`src/cmpc_pkg.sv`:
```
/*
 comparator control package: register indices, field positions, reset
 values and shared types. assumes an 8-bit register port.
*/
package cmpc_pkg;
    // register indices on the plain register port
    localparam logic [7:0] CTRL_ADDR = 8'h9b;
    localparam logic [7:0] MODE_ADDR = 8'h9d;
    localparam logic [7:0] IRQ_STAT_ADDR = 8'ha0;
    localparam logic [7:0] IRQ_MASK_ADDR = 8'ha1;
    // control register fields
    localparam int CTRL_EN_BIT = 7;
    localparam int CTRL_OUT_BIT = 6;
    localparam int CTRL_RIF_BIT = 5;
    localparam int CTRL_FIF_BIT = 4;
    localparam int CTRL_HYP_LSB = 2;
    localparam int CTRL_HYN_LSB = 0;
    // mode register fields
    localparam int MODE_RIE_BIT = 5;
    localparam int MODE_FIE_BIT = 4;
    localparam int MODE_MD_LSB = 0;
    // values after reset
    localparam logic [7:0] CTRL_RESET = 8'h00;
    localparam logic [1:0] MODE_MD_RESET = 2'h2;
    localparam logic [1:0] IRQ_MASK_RESET = 2'h3;
    // hysteresis codes
    typedef enum logic [1:0] {
        HYST_OFF = 2'h0,
        HYST_5MV = 2'h1,
        HYST_10MV = 2'h2,
        HYST_20MV = 2'h3
    } cmpc_hyst_e;
    // response modes, fastest first
    typedef enum logic [1:0] {
        RESP_FAST = 2'h0,
        RESP_MODE1 = 2'h1,
        RESP_MODE2 = 2'h2,
        RESP_SLOW = 2'h3
    } cmpc_resp_e;
    // settings sent to the analog comparator
    typedef struct packed {
        logic power_on;
        cmpc_resp_e resp_mode;
        cmpc_hyst_e pos_hyst;
        cmpc_hyst_e neg_hyst;
    } cmpc_analog_s;
    // register port request
    typedef struct packed {
        logic [7:0] addr;
        logic [7:0] wdata;
        logic wr;
        logic rd;
    } cmpc_req_s;
endpackage

```
`src/cmpc_top.sv`:
```
/*
 comparator digital control: enable, hysteresis and response settings,
 synchronised and raw outputs, sticky edge flags, interrupt.
 assumes the analog result arrives asynchronously and the register
 master follows the one-cycle strobe protocol on ref_clk.
*/
// The plain strobed port and the register addresses were decided locally.
`timescale 1ns/100ps
// Notes on behaviour
// - latched output and raw asynchronous output
// - disabled: pin output low, supply off
// - mode field selects response time, power
// - low two bits hold hysteresis, negative field
// - positive hysteresis field set independently
// - falling transition sets falling flag
// - rising transition sets rising flag
// - flags sticky until software writes them
// - rising enable lets rising flag interrupt
// - falling enable lets falling flag interrupt
// - output state bit readable, read-only
// - enable bit one enables, zero disables
// - result offered to reset logic
// - mode codes fastest 00 to slowest 11
// - hysteresis codes off, 5, 10, 20 mV
module cmpc_top (
    // clock and reset
    input wire logic ref_clk,
    input wire logic rst,
    // register port
    input wire cmpc_pkg::cmpc_req_s reg_req,
    output logic [7:0] reg_rdata,
    // analog comparator
    input wire logic cmp_raw_in,
    output cmpc_pkg::cmpc_analog_s analog_cfg,
    // outputs
    output logic latched_cmp_output,
    output logic raw_async_cmp_output,
    output logic cmp_reset_src,
    output logic irq
);
    import cmpc_pkg::*;

    logic cmp_enable_bit_ff;
    logic rise_edge_flag_ff;
    logic fall_edge_flag_ff;
    logic [1:0] pos_hysteresis_sel_ff;
    logic [1:0] neg_hysteresis_sel_ff;
    logic rise_irq_enable_ff;
    logic fall_irq_enable_ff;
    logic [1:0] resp_mode_ff;
    logic [1:0] irq_stat_ff;
    logic [1:0] irq_mask_ff;
    logic sync1_ff;
    logic sync2_ff;
    logic prev_ff;
    logic rise_evt;
    logic fall_evt;
    logic wr_ctrl;
    logic wr_mode;
    logic wr_stat;
    logic wr_mask;
    logic [7:0] nxt_rdata;

    ////////////////////////////////////////////////////////////////////
    // timing summary for the register port and the edge path:
    // - a write strobe lands at the edge that samples it
    // - a read strobe loads reg_rdata at that edge; it stands one cycle
    // - reg_rdata returns zero in every other cycle
    // - unmapped indices read zero and ignore writes
    // - the output state bit of the control register is read-only
    // - an input change shows on latched_cmp_output two edges later
    // - the edge flag sets at the third edge; irq follows combinationally
    // - disabling gates the synchroniser input, so a high result falls
    // hazards a user must know:
    // - enabling or retuning the analog part may give false edges;
    //   software clears both flags shortly after such a change
    // - writing the control register rewrites both flags directly,
    //   so a read-modify-write must carry the flag bits it wants kept
    // - an edge in the same cycle as a software clear wins

    ////////////////////////////////////////////////////////////////////
    // write decode, shared by every register
    function automatic logic wr_at(input cmpc_req_s r,
        input logic [7:0] a);
        return r.wr && (r.addr == a);
    endfunction

    // register port decode
    assign wr_ctrl = wr_at(reg_req, CTRL_ADDR);
    assign wr_mode = wr_at(reg_req, MODE_ADDR);
    assign wr_stat = wr_at(reg_req, IRQ_STAT_ADDR);
    assign wr_mask = wr_at(reg_req, IRQ_MASK_ADDR);

    // enable and hysteresis fields
    always_ff @(posedge ref_clk) begin
        if (rst) begin
            cmp_enable_bit_ff <= CTRL_RESET[CTRL_EN_BIT];
            pos_hysteresis_sel_ff <= CTRL_RESET[CTRL_HYP_LSB +: 2];
            neg_hysteresis_sel_ff <= CTRL_RESET[CTRL_HYN_LSB +: 2];
        end else if (wr_ctrl) begin
            cmp_enable_bit_ff <= reg_req.wdata[CTRL_EN_BIT];
            pos_hysteresis_sel_ff <= reg_req.wdata[CTRL_HYP_LSB +: 2];
            neg_hysteresis_sel_ff <= reg_req.wdata[CTRL_HYN_LSB +: 2];
        end
    end

    // mode register: interrupt enables and response mode
    always_ff @(posedge ref_clk) begin
        if (rst) begin
            rise_irq_enable_ff <= 1'b0;
            fall_irq_enable_ff <= 1'b0;
            resp_mode_ff <= MODE_MD_RESET;
        end else if (wr_mode) begin
            rise_irq_enable_ff <= reg_req.wdata[MODE_RIE_BIT];
            fall_irq_enable_ff <= reg_req.wdata[MODE_FIE_BIT];
            resp_mode_ff <= reg_req.wdata[MODE_MD_LSB +: 2];
        end
    end

    ////////////////////////////////////////////////////////////////////
    // two-flop synchroniser and previous sample
    always_ff @(posedge ref_clk) begin
        if (rst) begin
            sync1_ff <= 1'b0;
            sync2_ff <= 1'b0;
            prev_ff <= 1'b0;
        end else begin
            sync1_ff <= cmp_raw_in & cmp_enable_bit_ff;
            sync2_ff <= sync1_ff;
            prev_ff <= sync2_ff;
        end
    end

    // edge events from the synchronised result
    assign rise_evt = sync2_ff & ~prev_ff;
    assign fall_evt = ~sync2_ff & prev_ff;

    // sticky edge flags; a new edge wins over a software clear
    always_ff @(posedge ref_clk) begin
        if (rst) begin
            rise_edge_flag_ff <= 1'b0;
            fall_edge_flag_ff <= 1'b0;
        end else begin
            if (rise_evt) begin
                rise_edge_flag_ff <= 1'b1;
            end else if (wr_ctrl) begin
                rise_edge_flag_ff <= reg_req.wdata[CTRL_RIF_BIT];
            end
            if (fall_evt) begin
                fall_edge_flag_ff <= 1'b1;
            end else if (wr_ctrl) begin
                fall_edge_flag_ff <= reg_req.wdata[CTRL_FIF_BIT];
            end
        end
    end

    ////////////////////////////////////////////////////////////////////
    // interrupt status: bit1 rising, bit0 falling, write one to clear
    always_ff @(posedge ref_clk) begin
        if (rst) begin
            irq_stat_ff <= 2'h0;
        end else begin
            for (int i = 0; i < 2; i++) begin
                if ((i == 1) ? rise_evt : fall_evt) begin
                    irq_stat_ff[i] <= 1'b1;
                end else if (wr_stat && reg_req.wdata[i]) begin
                    irq_stat_ff[i] <= 1'b0;
                end
            end
        end
    end

    // system interrupt mask
    always_ff @(posedge ref_clk) begin
        if (rst) begin
            irq_mask_ff <= IRQ_MASK_RESET;
        end else if (wr_mask) begin
            irq_mask_ff <= reg_req.wdata[1:0];
        end
    end

    // comparator request: flag with its enable, gated by mask
    assign irq = (rise_edge_flag_ff & rise_irq_enable_ff & irq_mask_ff[1])
        | (fall_edge_flag_ff & fall_irq_enable_ff & irq_mask_ff[0]);

    ////////////////////////////////////////////////////////////////////
    // read data, valid the cycle after the strobe
    always_comb begin
        nxt_rdata = 8'h00;
        if (reg_req.addr == CTRL_ADDR) begin
            nxt_rdata = {cmp_enable_bit_ff, sync2_ff, rise_edge_flag_ff,
                fall_edge_flag_ff, pos_hysteresis_sel_ff,
                neg_hysteresis_sel_ff};
        end else if (reg_req.addr == MODE_ADDR) begin
            nxt_rdata = {2'h0, rise_irq_enable_ff, fall_irq_enable_ff,
                2'h0, resp_mode_ff};
        end else if (reg_req.addr == IRQ_STAT_ADDR) begin
            nxt_rdata = {6'h00, irq_stat_ff};
        end else if (reg_req.addr == IRQ_MASK_ADDR) begin
            nxt_rdata = {6'h00, irq_mask_ff};
        end
    end

    always_ff @(posedge ref_clk) begin
        if (rst) begin
            reg_rdata <= 8'h00;
        end else if (reg_req.rd) begin
            reg_rdata <= nxt_rdata;
        end else begin
            reg_rdata <= 8'h00;
        end
    end

    ////////////////////////////////////////////////////////////////////
    // analog settings; supply off while disabled
    assign analog_cfg.power_on = cmp_enable_bit_ff;
    assign analog_cfg.resp_mode = cmpc_resp_e'(resp_mode_ff);
    assign analog_cfg.pos_hyst = cmpc_hyst_e'(pos_hysteresis_sel_ff);
    assign analog_cfg.neg_hyst = cmpc_hyst_e'(neg_hysteresis_sel_ff);

    // outputs: latched from flops, raw path has no clock
    assign latched_cmp_output = sync2_ff;
    assign raw_async_cmp_output = cmp_raw_in & cmp_enable_bit_ff;
    assign cmp_reset_src = sync2_ff;
endmodule

```
`config.mk`:
```
export PLATFORM = sky130hd
export DESIGN_NAME = cmpc_top
export DESIGN_NICKNAME = d
export VERILOG_FILES = /design/src/cmpc_pkg.sv /design/src/cmpc_top.sv
export SDC_FILE = /design/constraint.sdc
export NUM_CORES = 1
export LEC_CHECK = 0
export ABC_AREA = 1
export BUFFER_PORTS_ARGS = -buffer_cell sky130_fd_sc_hd__buf_4
export CAP_MARGIN = 25
export CORE_MARGIN = 2
export CORE_UTILIZATION = 30
export CTS_CLUSTER_DIAMETER = 80
export DETAILED_ROUTE_END_ITERATION = 10
export PLACE_DENSITY = 0.63
export REMOVE_ABC_BUFFERS = 1
export SYNTH_ARGS = -nofsm -noshare
export SYNTH_HDL_FRONTEND = slang
export SYNTH_SLANG_ARGS = --single-unit
```
`constraint.sdc`:
```
create_clock -name ref_clk -period 0.89 [get_ports ref_clk]
set_input_delay 0.1335 -clock ref_clk [delete_from_list [all_inputs] [get_ports ref_clk]]
set_output_delay 0.1335 -clock ref_clk [all_outputs]
set_load 0.03 [all_outputs]
```
## Yosys cells after proc, flatten, opt, wreduce, memory -nomap -nowiden

Index checks and enable logic that the tools add are counted.

- Logic and storage cells: 53
- Register bits after elaboration: 26
- Input bits: 21
- Output and inout port bits: 19

- Mux-type cells: 12
- Reductions and logical operators: 11
- Equal/unequal tests: 4
- Bitwise operators: 11

Operator list:

| kind | number |
|---|---|
| 8-bit == test (second input constant) | 4 |
| 1-bit 2-to-1 mux | 8 |
| 8-bit 2-to-1 mux | 1 |
| 2-bit nonzero test | 4 |
| 1-bit AND | 7 |
| 1-bit logical AND | 6 |
| 6-bit 2-to-1 mux | 1 |
| 2-bit 2-to-1 mux | 2 |
| 1-bit NOT | 3 |
| 2-bit OR reduction | 1 |
| 1-bit OR | 1 |

## Depth between registers and ports, before layout

- Depth after elaboration: 5
- Mapped depth: 8
- Gate-level depth less buffers: 8

## Worst setup path before layout

OpenSTA, ideal clock, no wires.

- Path type: reg-to-reg
- Start point: register sync2_ff, in the netlist cmp_reset_src
- End point: register rise_edge_flag_ff
- Setup time: 0.071 ns
- Path buffers: 0
- Arrival time: 1.119 ns
- Required time: 0.819 ns
- Path slack: -0.299 ns
- Period minus slack after synthesis: 1.189 ns
- Cell stages (with the launch flop): 6
- Cells stage by stage: dfxtp_1 > inv_1 > or2_2 > nand2_1 > nand2_1 > a21oi_1

- Word-level cells in the longest chain between the ends: 2
- Elaborated cells between the ends (all ways): 3
- Classes of those cells: 1 x mux; 1 x bitwise; 1 x reduce/logical

Ends and longest elaborated chain:

| element | RTL line | source |
|---|---|---|
| start, declared | cmpc_top.sv:54 | `logic sync2_ff;` |
| start signal, assigned | cmpc_top.sv:129 | `sync2_ff <= sync1_ff;` |
| 1-bit AND * | cmpc_top.sv:135 | `assign rise_evt = sync2_ff & ~prev_ff;` |
| 1-bit 2-to-1 mux / 2-bit nonzero test (equally long branches) | - |  |
| end signal, assigned | cmpc_top.sv:147 | `rise_edge_flag_ff <= reg_req.wdata[CTRL_RIF_BIT];` |
| end, declared | cmpc_top.sv:44 | `logic rise_edge_flag_ff;` |

Every way passes the cells marked *; elsewhere a longest branch is shown, timed or not.
A chain may end at the register's enable or synchronous reset.

## Final worst setup path

- Start point: register fall_irq_enable_ff
- End point: output port irq

- Word-level cells in the longest chain between the ends: 3

Ends and longest elaborated chain:

| element | RTL line | source |
|---|---|---|
| start, declared | cmpc_top.sv:49 | `logic fall_irq_enable_ff;` |
| start signal, assigned | cmpc_top.sv:115 | `fall_irq_enable_ff <= reg_req.wdata[MODE_FIE_BIT];` |
| 1-bit AND (2 in a row) | cmpc_top.sv:184 | `\| (fall_edge_flag_ff & fall_irq_enable_ff & irq_mask_ff[0]);` |
| 1-bit OR | cmpc_top.sv:184 |  |
| end, declared | cmpc_top.sv:39 | `output logic irq` |

No other way between the ends.

==> flow_summary.ini <==
[layout]
area_growth_pct = 61.11
num_antenna_cells = 0
drive_above_1_share_pct = 51.64
fillers = 358
final_nets = 235
stdcell_count = 261
fin_area_sq_mm = 0.001814

[synth]
synth_top_area_share_pct = 46.22
yosysWarnings = 0
syn_inst = 156
yosysUniqueCellTypes = 22
seq_area_frac_synth_pct = 46.22
synth.avg_cell_area_sq_um = 7.218
ys_seq_elements = 26
synth.area.top_cells = dfxtp_1, nand2_1, inv_1, nor2_1, nand3_1
yosys.area.top_type = dfxtp_1
synth_area_sq_mm = 0.001126

[detailed_routing]
routed_wl_microns = 2944
via_per_inst = 4.326
remaining_drc_errors = 0
vias = 1129
ant_nets = 0
routedWlPerCell_microns = 11.28
dr.pass1.iters = 4
drt_iter0_markers = 37

[worst_setup_path]
cp-start-kind = flip-flop
worstReg2RegStart = cmp_reset_src$_SDFF_PP0_
crit_arrival_ns = 0.93
reg2reg_slack_ns = -0.02
reg2reg_depth = 5
critPathCapture = irq
crit_path_end_kind = output pin
path_class = reg -> out
cp-startpoint = fall_irq_enable_ff$_SDFFE_PP0P_
r2r-end = rise_edge_flag_ff$_SDFFE_PP0P_
cp.required_ns = 0.76
critPathMaxFanout = 2

[run_status]
outcome = finished with violations
violations = negative setup slack

[sta]
skew_ns = 0.008240
setup_viol = 7
worstMarginPinSlew_ns = 0.2345
hold_violations = 0
drv_slew = 0
slew_headroom_pct = 84.33
setup_ws_ns = -0.1743
min_period_ns = 1.064
rsz0062_at_grt = true
period_share_pct = 119.6
fmax_mhz = 939.6

[clock_tree]
cts_tree = done
cts-root-buf = clkbuf_8
clkLatencyLatePin_ns = 0.27
h-tree-depth = 1
clk_path_buf_depth = 2
cts.clk_slew.worst_paths_ns = 0.09
cts_hold_buf = 0
numClockSinks = 26
numCtsBuffers = 3

[pwr]
p_leak_nw = 0.8249
max-vdd-ir-drop_mv = 0.7434
p_total_mw = 2.325
cellPowerDensity_mw_per_mm2 = 1281

[placed_design]
routabilityCongestion = 0.8606
place_area_sq_mm = 0.001479
place_hpwl_microns = 1992
preCtsSetupSlack_ns = -0.2392
dpl.cell_count = 243
portBuffers = 38

[floorplanning]
start_util_pct = 30.99
fp.coreArea_sq_mm = 0.003633
dieArea_sq_mm = 0.004260
die_w_microns = 65.27
fp-row-count = 22
die_h_microns = 65.27
ioPinCount = 40

[global_routing]
grt.overflow.total = 0
antenna_found_initial = 0
grt_pass1_vias = 1025
grt_max_degree = 16
grt.total_usage_pct = 14.03
grt_pass1_wl_microns = 4595

[job]
maxCapViolCount = 0

[hold_path]
min_path_type = in -> reg
[how the worst min path moves through the flow]
stage / to / cells after the start / startpoint
3_3_place_gp: irq_mask_ff[1]$_SDFFE_PP1P_ / 3 / reg_req[3]
2_1_floorplan: fall_edge_flag_ff$_SDFFE_PP0P_ / 1 / rst
3_5_place_dp: resp_mode_ff[1]$_SDFFE_PP1P_ / 3 / reg_req[3]
6_report: resp_mode_ff[1]$_SDFFE_PP1P_ / 3 / reg_req[3]
5_1_grt: resp_mode_ff[1]$_SDFFE_PP1P_ / 3 / reg_req[3]
4_1_cts: resp_mode_ff[1]$_SDFFE_PP1P_ / 3 / reg_req[3]
[cells by family (layout without fill, tap and decap cells)]
group | after synthesis | in the layout | share of synthesized area, %
AND/OR/NAND/NOR | 88 | 89 | 35.78
flip-flops | 26 | 26 | 46.22
buffers and inverters | 25 | 81 | 9.776
AO/OA/AOI/OAI | 17 | 17 | 8.222
[flip-flops by register name (all words and copies together) (netlist names)]
signal and cells:
sync1_ff 1, pos_hysteresis_sel_ff 2, reg_rdata 8, fall_irq_enable_ff 1, rise_irq_enable_ff 1, prev_ff 1
cmp_reset_src 1, irq_mask_ff 2, neg_hysteresis_sel_ff 2, cmp_enable_bit_ff 1, resp_mode_ff 2, rise_edge_flag_ff 1
fall_edge_flag_ff 1, irq_stat_ff 2
[power breakdown]
| part | internal, mW | leakage (nW) | switching [mW] |
|---|---|---|---|
| combinational | 0.0862 | 0.572 | 0.0952 |
| clock | 0.602 | 0.0357 | 0.377 |
| sequential | 1.16 | 0.217 | 0.000985 |
[repair_timing]
| action | 4_1_cts | 5_1_grt |
|---|---|---|
| gates resized for setup | 34 | 26 |
| setup endpoints to repair | 15 | 28 |
| pin swaps | 2 | 7 |
| cloned | 0 | 1 |
| buffers inserted | 10 | 3 |
[layer usage]
metal | wire length, microns | track usage, % | part of all wire, %
met5 | 0 | 0 | 0
met4 | 29 | 3.906 | 0.99
met3 | 158 | 3.596 | 5.4
met2 | 1481 | 24.49 | 50
met1 | 1275 | 17.00 | 43
[cells in the mapped netlist]
library cell,n
o21ai_2,1
nand3_1,13
nand2_2,2
clkinv_2,1
inv_1,18
nand3_4,1
o21ai_0,2
dfxtp_1,26
a21oi_2,1
nor2_4,3
nand3_2,1
nand2_1,48
buf_4,2
o21ai_1,2
buf_6,1
nor2_1,18
a21oi_1,11
nor3_2,1
inv_2,1
clkinv_1,1
clkbuf_1,1
or2_2,1
[final cells by class]
| cell class | count | area [sq um] | share of cell area, % |
|---|---|---|---|
| Timing Repair Buffer | 56 | 499.2 | 27.52 |
| Sequential cell | 26 | 545.5 | 30.07 |
| Inverter | 21 | 80.08 | 4.414 |
| Clock inverter | 1 | 30.03 | 1.655 |
| Multi-Input combinational cell | 106 | 558.0 | 30.76 |
| Clock buffer | 3 | 41.29 | 2.276 |
| Tap cell | 48 | 60.06 | 3.310 |
[through the flow]
step                      hold WS (ns)  TNS, ns  util, %
after floorplan                 0.2026   -1.771        -
after global placement          0.3824   -3.486    40.70
after detailed placement        0.3849   -3.816    40.70
after CTS                      0.09834  -0.4751    47.04
after global routing            0.1151  -0.8577    49.93
final                          0.09940  -0.4890    49.93
[worst max-delay path: stages, from the launching register on]
cell     delay (ns)
dfxtp_2        0.36
nand3_2        0.08
nand2_2        0.09
buf_6          0.13
[cells in the final DEF, fill, tap and decap left out]
cell and count:
a21oi_1 10, a21oi_2 2, buf_4 35, buf_6 21, bufinv_16 1, clkbuf_8 3, clkinv_1 1, clkinv_2 1
dfxtp_1 6, dfxtp_2 20, inv_1 15, inv_2 4, nand2_1 38, nand2_2 11, nand2_4 1, nand3_1 11
nand3_2 4, nand3_4 1, nor2_1 18, nor2_4 3, nor3_4 1, o21ai_0 2, o21ai_1 2, o21ai_2 1
or2_4 1
No activity file was read; power rests on OpenSTA's default activity.
